### src/verilog/usb_vendor_regs.vh
`ifndef USB_VENDOR_REGS_VH
`define USB_VENDOR_REGS_VH

// Vendor request codes
`define CODE_FW_REV          8'ha6
`define CODE_MEDIA_LOAD      8'haf
`define CODE_FLASH_VER       8'hb2
`define CODE_CFG_STATE       8'hb5
`define CODE_BOARD_TYPE      8'hb9
`define CODE_ERASE           8'h90
`define CODE_TARGET_SELECT   8'hb7
`define CODE_TARGET_RELEASE  8'hbd
`define CODE_READ_LENGTH     8'hbb
`define CODE_REG_WRITE       8'hbe

// Setup packet fields
`define TYPE_DIR_BIT         7
`define TYPE_KIND_HI         6
`define TYPE_KIND_LO         5
`define TYPE_KIND_VENDOR     2'h2

// Configuration registers
`define ADDR_MAIN_BUS_DISABLE 16'hdf39
`define RST_MAIN_BUS_DISABLE  8'h00
`define MAIN_BUS_DISABLE_BIT  0

// Flash version location
`define FLASH_VER_UPPER      8'h08
`define FLASH_VER_LOWER      8'h00

// Configured-state answer characters
`define CHAR_CONFIGURED      8'h59
`define CHAR_BLANK           8'h4e

// Device count
`define NUM_FPGA             16
`define FPGA_IDX_W           4

// Timing
`define CLK_PERIOD_NS        50
`define ERASE_PULSE_NS       500
`define ERASE_PULSE_CYC      ((`ERASE_PULSE_NS + `CLK_PERIOD_NS - 1) / `CLK_PERIOD_NS)

`endif

### src/verilog/fpga_channel_ctrl.v
`timescale 1ns/1ps
`include "usb_vendor_regs.vh"

module fpga_channel_ctrl
(
  // Clock and reset
  input  wire                   clk,
  input  wire                   reset,
  // Commands
  input  wire                   eraseStrobe,
  input  wire [`FPGA_IDX_W-1:0] eraseIndex,
  input  wire                   selectStrobe,
  input  wire [`FPGA_IDX_W-1:0] selectIndex,
  input  wire                   releaseAll,
  // Device status
  input  wire [`NUM_FPGA-1:0]   configDone,
  // Device control
  output wire [`NUM_FPGA-1:0]   progN,
  output wire [`NUM_FPGA-1:0]   selected,
  output wire                   anySelected,
  output wire                   selectedDone
);

  localparam integer PULSE_FULL = `ERASE_PULSE_CYC;
  localparam [3:0]   PULSE_CYC  = PULSE_FULL[3:0];

  genvar i;
  generate
    for (i = 0; i < `NUM_FPGA; i = i + 1)
    begin : chan
      reg [3:0] pulseCount;
      reg       sel;
      wire      hitErase  = (eraseStrobe && eraseIndex == i) || (selectStrobe && selectIndex == i);
      always @(posedge clk)
      begin
        if (reset)
        begin
          pulseCount <= 4'h0;
          sel        <= 1'b0;
        end
        else
        begin
          if (hitErase)
            pulseCount <= PULSE_CYC;
          else if (pulseCount != 4'h0)
            pulseCount <= pulseCount - 4'h1;
          if (releaseAll)
            sel <= 1'b0;
          else if (selectStrobe)
            sel <= (selectIndex == i);
        end
      end
      assign progN[i]    = (pulseCount == 4'h0);
      assign selected[i] = sel;
    end
  endgenerate

  assign anySelected  = |selected;
  assign selectedDone = |(selected & configDone);

endmodule

### src/verilog/usb_vendor_request_decoder.v
// Functional notes
// - Only vendor requests and bulk transfers serviced
// - Code 0xA6 returns firmware revision
// - Code 0xAF starts media card load
// - Code 0xB2 reads and returns flash version
// - Code 0xB5 reports selected FPGA configured
// - Code 0xB9 returns board type byte
// - Code 0x90 erases FPGA from value
// - Code 0xB7 selects FPGA from data byte
// - Selecting an FPGA also erases it
// - Code 0xBD deselects all, returns done on IN requests
// - Code 0xBB latches next bulk read length
// - Code 0xBE writes one byte to register
// - Configuration registers are one byte wide
// - Register 0xDF39 disables main bus
// - Flash version uses upper address 0x08
// - Bulk transfers carry configuration and main bus
// - Selected FPGA takes bulk data as configuration
`timescale 1ns/1ps
`include "usb_vendor_regs.vh"

module usb_vendor_request_decoder
#(
  // Arbitrary identification values
  parameter [7:0] FW_REVISION = 8'h01,
  parameter [7:0] BOARD_TYPE  = 8'h01
)
(
  // Clock and reset
  input  wire                   clk,
  input  wire                   reset,
  // Setup packet
  input  wire                   setupValid,
  output wire                   setupReady,
  input  wire [7:0]             setupType,
  input  wire [7:0]             setupCode,
  input  wire [15:0]            setupValue,
  input  wire [15:0]            setupLength,
  // OUT data stage
  input  wire                   outValid,
  output wire                   outReady,
  input  wire [7:0]             outData,
  // Request answer
  output reg                    inValid,
  output reg  [7:0]             inData,
  output reg                    reqDone,
  output reg                    reqStall,
  // Flash read port
  output reg                    flashReq,
  output reg  [15:0]            flashAddr,
  input  wire                   flashAck,
  input  wire [7:0]             flashData,
  // Media card loader
  output reg                    mediaLoadStart,
  // Configuration register write port
  output reg                    regWrite,
  output reg  [15:0]            regAddr,
  output reg  [7:0]             regData,
  output reg  [7:0]             mainBusDisable,
  // Bulk write stream
  input  wire                   bulkValid,
  input  wire [7:0]             bulkData,
  output reg                    cfgStrobe,
  output reg  [7:0]             cfgData,
  output reg                    mainBusStrobe,
  output reg  [7:0]             mainBusData,
  output reg  [15:0]            readLength,
  // FPGA control
  input  wire [`NUM_FPGA-1:0]   configDone,
  output wire [`NUM_FPGA-1:0]   progN,
  output wire [`NUM_FPGA-1:0]   selected
);

  localparam [2:0] ST_IDLE   = 3'h0;
  localparam [2:0] ST_DATA   = 3'h1;
  localparam [2:0] ST_FLASH  = 3'h2;
  localparam [2:0] ST_ANSWER = 3'h3;
  localparam [2:0] ST_ACK    = 3'h4;
  localparam [2:0] ST_STALL  = 3'h5;

  localparam [15:0] LEN_ZERO = 16'h0000;
  localparam [15:0] LEN_ONE  = 16'h0001;
  localparam integer NUM_DEV   = `NUM_FPGA;
  localparam [7:0]  IDX_LIMIT = NUM_DEV[7:0];

  reg  [2:0]             state;
  reg  [7:0]             code;
  reg  [7:0]             answer;
  reg                    eraseStrobe;
  reg  [`FPGA_IDX_W-1:0] eraseIndex;
  reg                    selectStrobe;
  reg  [`FPGA_IDX_W-1:0] selectIndex;
  reg                    releaseAll;
  wire                   anySelected;
  wire                   selectedDone;

  wire isVendor  = (setupType[`TYPE_KIND_HI:`TYPE_KIND_LO] == `TYPE_KIND_VENDOR);
  wire dirIn     = setupType[`TYPE_DIR_BIT];
  wire inOk      = dirIn && (setupLength != LEN_ZERO);
  wire outNoData = !dirIn && (setupLength == LEN_ZERO);
  wire outOneByte = !dirIn && (setupLength == LEN_ONE);
  wire valueIdxOk = (setupValue < {8'h00, IDX_LIMIT});

  assign setupReady = (state == ST_IDLE);
  assign outReady   = (state == ST_DATA);

  fpga_channel_ctrl channels
  (
    .clk          (clk),
    .reset        (reset),
    .eraseStrobe  (eraseStrobe),
    .eraseIndex   (eraseIndex),
    .selectStrobe (selectStrobe),
    .selectIndex  (selectIndex),
    .releaseAll   (releaseAll),
    .configDone   (configDone),
    .progN        (progN),
    .selected     (selected),
    .anySelected  (anySelected),
    .selectedDone (selectedDone)
  );

  // Request sequencer
  always @(posedge clk)
  begin
    if (reset)
    begin
      state          <= ST_IDLE;
      code           <= 8'h00;
      answer         <= 8'h00;
      inValid        <= 1'b0;
      inData         <= 8'h00;
      reqDone        <= 1'b0;
      reqStall       <= 1'b0;
      flashReq       <= 1'b0;
      flashAddr      <= 16'h0000;
      mediaLoadStart <= 1'b0;
      regWrite       <= 1'b0;
      regAddr        <= 16'h0000;
      regData        <= 8'h00;
      mainBusDisable <= `RST_MAIN_BUS_DISABLE;
      readLength     <= 16'h0000;
      eraseStrobe    <= 1'b0;
      eraseIndex     <= {`FPGA_IDX_W{1'b0}};
      selectStrobe   <= 1'b0;
      selectIndex    <= {`FPGA_IDX_W{1'b0}};
      releaseAll     <= 1'b0;
    end
    else
    begin
      inValid        <= 1'b0;
      reqDone        <= 1'b0;
      reqStall       <= 1'b0;
      flashReq       <= 1'b0;
      mediaLoadStart <= 1'b0;
      regWrite       <= 1'b0;
      eraseStrobe    <= 1'b0;
      selectStrobe   <= 1'b0;
      releaseAll     <= 1'b0;
      case (state)
        ST_IDLE:
        begin
          if (setupValid)
          begin
            code    <= setupCode;
            regAddr <= setupValue;
            if (!isVendor)
              state <= ST_STALL;
            else
            begin
              case (setupCode)
                `CODE_FW_REV:
                begin
                  answer <= FW_REVISION;
                  state  <= inOk ? ST_ANSWER : ST_STALL;
                end
                `CODE_MEDIA_LOAD:
                begin
                  mediaLoadStart <= 1'b1;
                  state          <= ST_ACK;
                end
                `CODE_FLASH_VER:
                begin
                  if (inOk)
                  begin
                    flashAddr <= {`FLASH_VER_UPPER, `FLASH_VER_LOWER};
                    flashReq  <= 1'b1;
                    state     <= ST_FLASH;
                  end
                  else
                    state <= ST_STALL;
                end
                `CODE_CFG_STATE:
                begin
                  answer <= selectedDone ? `CHAR_CONFIGURED : `CHAR_BLANK;
                  state  <= inOk ? ST_ANSWER : ST_STALL;
                end
                `CODE_BOARD_TYPE:
                begin
                  answer <= BOARD_TYPE;
                  state  <= inOk ? ST_ANSWER : ST_STALL;
                end
                `CODE_ERASE:
                begin
                  if (outNoData && valueIdxOk)
                  begin
                    eraseStrobe <= 1'b1;
                    eraseIndex  <= setupValue[`FPGA_IDX_W-1:0];
                    state       <= ST_ACK;
                  end
                  else
                    state <= ST_STALL;
                end
                `CODE_TARGET_SELECT,
                `CODE_REG_WRITE:
                  state <= outOneByte ? ST_DATA : ST_STALL;
                `CODE_TARGET_RELEASE:
                begin
                  answer     <= {7'h00, selectedDone};
                  releaseAll <= 1'b1;
                  state      <= dirIn ? ST_ANSWER : ST_ACK;
                end
                `CODE_READ_LENGTH:
                begin
                  if (outNoData)
                  begin
                    readLength <= setupValue;
                    state      <= ST_ACK;
                  end
                  else
                    state <= ST_STALL;
                end
                default:
                  state <= ST_STALL;
              endcase
            end
          end
        end
        ST_DATA:
        begin
          if (outValid)
          begin
            if (code == `CODE_TARGET_SELECT)
            begin
              if (outData < IDX_LIMIT)
              begin
                selectStrobe <= 1'b1;
                selectIndex  <= outData[`FPGA_IDX_W-1:0];
                state        <= ST_ACK;
              end
              else
                state <= ST_STALL;
            end
            else
            begin
              regWrite <= 1'b1;
              regData  <= outData;
              if (regAddr == `ADDR_MAIN_BUS_DISABLE)
                mainBusDisable <= outData;
              state <= ST_ACK;
            end
          end
        end
        ST_FLASH:
        begin
          if (flashAck)
          begin
            answer <= flashData;
            state  <= ST_ANSWER;
          end
        end
        ST_ANSWER:
        begin
          inValid <= 1'b1;
          inData  <= answer;
          reqDone <= 1'b1;
          state   <= ST_IDLE;
        end
        ST_ACK:
        begin
          reqDone <= 1'b1;
          state   <= ST_IDLE;
        end
        ST_STALL:
        begin
          reqStall <= 1'b1;
          state    <= ST_IDLE;
        end
        default:
          state <= ST_IDLE;
      endcase
    end
  end

  // Bulk write routing
  always @(posedge clk)
  begin
    if (reset)
    begin
      cfgStrobe     <= 1'b0;
      cfgData       <= 8'h00;
      mainBusStrobe <= 1'b0;
      mainBusData   <= 8'h00;
    end
    else
    begin
      // bulk carries configuration and main bus
      cfgStrobe     <= bulkValid && anySelected;
      mainBusStrobe <= bulkValid && !anySelected && !mainBusDisable[`MAIN_BUS_DISABLE_BIT];
      if (bulkValid)
      begin
        cfgData     <= bulkData;
        mainBusData <= bulkData;
      end
    end
  end

endmodule
### config.mk
export PLATFORM = sky130hd
export DESIGN_NAME = usb_vendor_request_decoder
export DESIGN_NICKNAME = d
export VERILOG_FILES = /design/src/verilog/fpga_channel_ctrl.v /design/src/verilog/usb_vendor_request_decoder.v
export VERILOG_INCLUDE_DIRS = /design/src /design/src/verilog
export SDC_FILE = /design/constraint.sdc
export NUM_CORES = 1
export LEC_CHECK = 0
export BUFFER_PORTS_ARGS = -buffer_cell sky130_fd_sc_hd__buf_2
export CORE_MARGIN = 2
export CORE_UTILIZATION = 47
export DETAILED_ROUTE_END_ITERATION = 16
export GPL_ROUTABILITY_DRIVEN = 0
export GPL_TIMING_DRIVEN = 0
export PLACE_DENSITY = 0.82
export SLEW_MARGIN = 10
export SYNTH_ARGS = -nofsm -noshare
export SYNTH_HDL_FRONTEND = slang
export SYNTH_SLANG_ARGS = --single-unit
### constraint.sdc
create_clock -name clk -period 2.05 [get_ports clk]
set_input_delay 0.3075 -clock clk [delete_from_list [all_inputs] [get_ports clk]]
set_output_delay 0.3075 -clock clk [all_outputs]
set_load 0.005 [all_outputs]
==> results of run 1 <==
-- critical path, stage by stage (launching register included) --
cell and delay, ps:
dfxtp_2 350, nand4_1 110, or4b_4 510, or4_4 670, mux2i_1 210, nor2_1 60
-- cell families (layout without fill, tap and decap cells) --
kind of cell,count (synthesis),count (layout)
AND/OR/NAND/NOR,380,380
AO/OA/AOI/OAI,203,203
flip-flops,183,183
buffers and inverters,83,319
multiplexers,52,52
XOR/XNOR,11,11
other,1,15
-- cell type report --
cell class | count | area, um^2 | area share
multi-input cells | 661 | 3810 | 0.386
flip-flops and latches | 183 | 3670 | 0.372
repair buffers | 208 | 1060 | 0.107
clock buffers | 22 | 474 | 0.0480
plain buffers | 79 | 474 | 0.0480
well taps | 220 | 275 | 0.0279
clock inverters | 7 | 95.1 | 0.00963
inverters | 3 | 11.3 | 0.00114
-- final timing paths --
kind	to	depth (start not counted)	startpoint
worst min register to register	flashAddr[11]$_SDFFE_PP0P_	1	flashAddr[11]$_SDFFE_PP0P_
worst max-delay path	mainBusDisable[0]$_SDFFE_PP0P_	5	regAddr[10]$_SDFFE_PP0P_
worst min-delay path	mainBusData[2]$_SDFFE_PP0P_	3	bulkData[2]
worst max register to register	mainBusDisable[0]$_SDFFE_PP0P_	5	regAddr[10]$_SDFFE_PP0P_
-- power by group through the flow --
stage	Sequential, W	Clock (W)	Combinational, W
after global placement	0.00415	0	0.00163
final	0.00410	0.00321	0.00168
after detailed placement	0.00417	0	0.00166
after CTS	0.00410	0.00325	0.00169
after global routing	0.00414	0.00340	0.00192
after floorplan	0.00413	0	0.00109
-- cells in the mapped netlist, types with 3 or more instances --
library cell / count
a31oi_1: 3
o211ai_1: 3
a311oi_1: 3
mux2i_1: 52
clkbuf_1: 32
nand2b_1: 24
nor2_1: 112
o21ai_0: 43
and3_1: 3
inv_1: 3
buf_2: 3
nor3b_1: 3
buf_4: 40
nand4_1: 7
a22o_1: 5
a211oi_1: 16
nor4_1: 30
or3_1: 13
nor3_1: 29
a21oi_1: 101
nand3b_1: 5
nor2b_1: 11
or2_2: 4
nand3_1: 17
nand4b_1: 3
nand2_1: 96
buf_6: 3
and3b_1: 4
a221oi_1: 4
xnor2_1: 9
dfxtp_1: 183
or3b_2: 3
o21a_1: 9
-- per-stage QoR --
stage / cell area [um^2] / util / setup TNS [ps] / worst slack [ps] / instances
final: 9870 / 0.600 / -7.94 / -7.89 / 1383
after global routing: 9870 / 0.600 / -588 / -89.3 / 1383
after CTS: 9820 / 0.596 / 0 / 4.30 / 1379
after detailed placement: 9210 / 0.559 / -10710 / -557 / 1347
after global placement: 9210 / 0.559 / -9610 / -528 / 1347
after floorplan: 7940 / - / 0 / 20.4 / 927
-- registers in the layout (all words and copies together) (netlist names), 3 cells and up --
signal and count:
mainBusDisable 8, eraseIndex 4, code 8, readLength 16, channels.chan.pulseCount 64, answer 8, selectIndex 4, inData 8
regAddr 16, channels.chan.sel 16, state 3, mainBusData 8, regData 8
-- metal layers --
metal	vias to the layer above	GRT usage	share of wire
met1	3428	0.300	0.43
met3	31	0.0582	0.074
met2	295	0.398	0.48
met4	0	0.0751	0.017
li1	3677	-	-
met5	-	0	0
-- repair_timing --
action	4_1_cts	5_1_grt
gates resized for setup	8	12
endpoints found under the setup margin	25	31
pin swaps	3	3
buffers inserted	4	4
==> flow_summary_export.csv, run 1 <==
group,metric,value,unit
floorplanning,initial_core_util,0.479,
route,avgViaCountPerCell,5.37,
route,drt_iter0_markers,538,
clock_tree,cts.sinks,183,
global_routing,antenna_found_initial,0,
worst_setup_path,cp.arrival,2350,ps
timing,finalWorstSetupSlack,-7.89,ps
timing,min_period,2060,ps
finish,area_growth_syn_to_layout,25.2,%
placed_design,hpwlAfterDp,15800,um
pwr,finalPower,0.00900,W
logic_synthesis,synth_enable_flop_cells,0,
pwr,netSwitchingFraction,0.277,
logic_synthesis,synth_area,7880,um^2
floorplanning,die_area,17800,um^2
timing,finalSetupViolCount,2,
floorplanning,num_rows,47,
pwr,vdd_drop_max,0.622,mV
timing,maxSlewHeadroom,0.557,
pwr,p_leak,4.33,nW
logic_synthesis,ys_seq_area_frac,0.465,
route,wl_per_cell,15.4,um
run_status,status,"finished, violations left",
route,drc,0,
floorplanning,die_w,134,um
route,drtAntennaViolNets,0,
floorplanning,core,16500,um^2
clock_tree,htreeDepth,4,
logic_synthesis,netlist_top_cells_area,"dfxtp_1, mux2i_1, a21oi_1",
job,cap_violations,0,
worst_setup_path,critPathMaxFanout,8,
finish,filler_cell_count,1412,
clock_tree,clkLatencyLatePin,430,ps
logic_synthesis,ys_async_sr_fraction,0,
route,wl,21300,um
finish,layout_commonest_cell,"buf_2",
floorplanning,die_h,134,um
timing,hold_viol,0,
run_status,violations,"negative setup slack",
global_routing,grt_pass1_wl,33800,um
timing,rsz0062_at_grt,"yes",
worst_setup_path,cp-end-kind,"register",
worst_setup_path,criticalPathCategory,"reg2reg",
pwr,powerDensity,911,nW/um^2
finish,final_nets,1247,
logic_synthesis,synth_top_family_by_area,"simple AND/OR/NAND/NOR gates",
logic_synthesis,ys.warnings.count,0,
logic_synthesis,ys.flop_type,"dfxtp_1",
finish,insertedDiodeCount,0,
pwr,p_int,0.00650,W
route,num_vias,7431,
pwr,p_switching,0.00249,W
clock_tree,clkTransAtPathRegs,70,ps
clock_tree,cts_tree,"done",
clock_tree,cts_root_buf,"clkbuf_16",
logic_synthesis,synth_compound_area_frac,0.151,
route,drtPass1Iterations,6,
logic_synthesis,synth_mux_area_frac,0.0660,
finish,layout-drive-gt1-share,0.267,
timing,timing.fmax,0.486,GHz
global_routing,grt_pass1_vias,6800,
global_routing,grt_max_degree,17,
timing,timing.hold.ws,119,ps
logic_synthesis,synth_area_leader_cell,"dfxtp_1",
worst_setup_path,startpoint_type,"register",
clock_tree,cts_buffers,17,
timing,drv_slew,0,
logic_synthesis,synth_area_per_cell,8.63,um^2
timing,tightestPinTransition,658,ps
hold_path,hp-class,"in2reg",
logic_synthesis,synth_top_area_frac,0.465,
logic_synthesis,postSynthCellCount,913,
pwr,p_seq_frac,0.456,
logic_synthesis,synth_cell_types,60,
global_routing,grt.overflow.total,0,
worst_setup_path,required,2340,ps
global_routing,grtUsageTotal,0.237,
placed_design,numPortBuffers,200,
clock_tree,cts_buffer_depth,2,
finish,layout_common_cells,"buf_2, dfxtp_1, nor2_1",
worst_setup_path,r2r_setup_slack,-8,ps
logic_synthesis,ys_ff_latch,183,
pwr,pwr-share-comb,0.187,
logic_synthesis,yosys.area_share.simple,0.244,
clock_tree,hold_buffers,0,
floorplanning,pin_count,224,
timing,fin_skew,15.7,ps
pwr,clockPowerShare,0.357,
logic_synthesis,synth_fa_ha_area_frac,0,
logic_synthesis,synth_xor_xnor_area_share,0.0122,
timing,min_period_over_period,1.00,
Note: power is estimated with default switching activity, not from simulation.
==> run 2, diff against run 1 <==
clock period = 1.76 ns   (was 2.05 ns; I/O delays follow)
==> run 2 against run 1 <==
Compared with the run above:
- the run still ends with negative setup slack left
- via count is 2.2% higher
- worst hold slack lost 50 ps
- register-to-register slack worse by 140 ps
- non-clock buffer count increased by 19
- cell count is 1.6% higher
- clock-buffer cell count down 5
- critical endpoint is now mainBusDisable[6]$_SDFFE_PP0P_
- largest cell class unchanged
- clock skew decreased by 8.9 ps
- highest routed layer unchanged
- global-route usage grew 0.85 points
- clock power rose by 8.4%
- final area is 3.7% higher
==> flow_summary_export.csv, run 2 (same netlist as run 1, synthesis figures left out) <==
group,metric,value,unit
hold_path,min_from,"bulkData[4]",
placed_design,pre_cts_slack,-646,ps
clock_tree,clkTransAtPathRegs,70,ps
placed_design,hpwlAfterDp,15900,um
finish,regMostFlops,"channels.chan.pulseCount",
placed_design,numPortBuffers,200,
timing,maxSlewHeadroom,0.469,
clock_tree,htreeDepth,4,
worst_setup_path,cp.arrival,2210,ps
route,drtAntennaViolNets,0,
timing,min_period,1900,ps
worst_setup_path,critPathMaxFanout,8,
worst_setup_path,startpoint,"regAddr[9]$_SDFFE_PP0P_",
finish,final_nets,1266,
route,drtPass1Iterations,7,
worst_setup_path,required,2070,ps
timing,min_period_over_period,1.08,
clock_tree,cts_buffers,17,
clock_tree,clkLatencyLatePin,440,ps
global_routing,grt_pass1_wl,34700,um
clock_tree,cts_buffer_depth,2,
pwr,p_leak,4.50,nW
floorplanning,pin_count,224,
global_routing,grtUsageTotal,0.245,
floorplanning,die_area,17800,um^2
pwr,vdd_drop_max,0.678,mV
floorplanning,num_rows,47,
worst_setup_path,criticalPathCategory,"reg2reg",
placed_design,postPlaceCellArea,9230,um^2
finish,area_growth_syn_to_layout,29.9,%
global_routing,grt.overflow.total,0,
timing,finalWorstSetupSlack,-145,ps
run_status,status,"finished, violations left",
floorplanning,die_h,134,um
pwr,powerDensity,1020,nW/um^2
timing,tightestPinTransition,796,ps
route,avgViaCountPerCell,5.41,
clock_tree,cts.sinks,183,
floorplanning,core,16500,um^2
floorplanning,die_w,134,um
timing,fin_skew,6.82,ps
clock_tree,cts_root_buf,"clkbuf_16",
hold_path,hp-class,"in2reg",
route,num_vias,7595,
finish,layout_common_cells,"buf_2, dfxtp_1, nor2_1, a21oi_1, nand2_1",
finish,layout_commonest_cell,"buf_2",
worst_setup_path,regToRegStartpoint,"regAddr[9]$_SDFFE_PP0P_",
route,drc,0,
timing,finalSetupViolCount,9,
finish,finalInstanceArea,10200,um^2
timing,hold_viol,0,
finish,largest_reg_flops,64,
route,wl,22200,um
timing,timing.hold.ws,69.4,ps
finish,filler_cell_count,1415,
finish,insertedDiodeCount,0,
timing,timing.fmax,0.525,GHz
timing,drv_slew,0,
route,wl_per_cell,15.8,um
run_status,violations,"negative setup slack",
route,drt_iter0_markers,521,
global_routing,grt_max_degree,17,
worst_setup_path,startpoint_type,"register",
timing,rsz0062_at_grt,"yes",
global_routing,grt_pass1_vias,6940,
finish,layout-drive-gt1-share,0.316,
global_routing,antenna_found_initial,0,
finish,finish.utilization,0.622,
job,cap_violations,0,
worst_setup_path,cp-end-kind,"register",
floorplanning,initial_core_util,0.479,
clock_tree,cts_tree,"done",
-- run 2: cell count changes in the layout (fill, tap and decap cells not counted), sizes merged --
cell / previous run / this run
buf: 255 / 275
clkbuf: 54 / 48
clkinv: 3 / 7
clkinvlp: 1 / 5
bufinv: 2 / 0
inv: 4 / 6
-- run 2: what timing repair did --
action	in CTS	in global routing
gates resized for setup	35	49
setup buffers	24	5
setup endpoints to repair	61	78
hold buffers	0	0
pin swaps	4	10
cloned	1	0
-- run 2: worst max-delay path: stages, from the launching register on --
cell and delay, ps:
dfxtp_2 330, nand4_1 100, or4b_4 540, or4_4 550, mux2i_1 200, nor2_1 60
-- run 2: path summary, 6_finish.rpt --
check	endpoint	slack [ps]	cells past startpoint
worst min register to register	code[0]$_SDFFE_PP0P_	460	2
worst max-delay path	mainBusDisable[6]$_SDFFE_PP0P_	-140	5
worst min-delay path	mainBusData[4]$_SDFFE_PP0P_	70	3
worst max register to register	mainBusDisable[6]$_SDFFE_PP0P_	-140	5
-- run 2: power by group --
group | internal [W] | switching (W) | total (W)
sequential | 0.00451 | 0.000264 | 0.00478
combinational | 0.00102 | 0.00117 | 0.00219
clock | 0.00181 | 0.00168 | 0.00348
total | 0.00734 | 0.00311 | 0.0104
-- run 2: routing by layer --
metal	GRT usage	vias to the layer above	wire [um]
met5	0	-	0
li1	-	3702	-
met3	0.0464	49	1530
met4	0.0963	0	629
met2	0.408	312	10600
met1	0.315	3532	9480
-- run 2: cell type report --
type	instances	area [um^2]	area share
Timing Repair Buffer	229	1270	0.124
Multi-Input combinational cell	661	4000	0.390
Buffer	77	475	0.0464
Clock inverter	15	106	0.0104
Sequential cell	183	3680	0.359
Tap cell	220	275	0.0269
Inverter	3	11.3	0.00110
Clock buffer	17	425	0.0415
-- run 2: through the flow --
step | setup TNS (ps) | cells | power [W]
global route | -2000 | 1405 | 0.0109
floorplan | -3590 | 927 | 0.00608
detailed placement | -27760 | 1347 | 0.00681
finish | -985 | 1405 | 0.0104
CTS | -2990 | 1402 | 0.0103
global placement | -23750 | 1347 | 0.00674
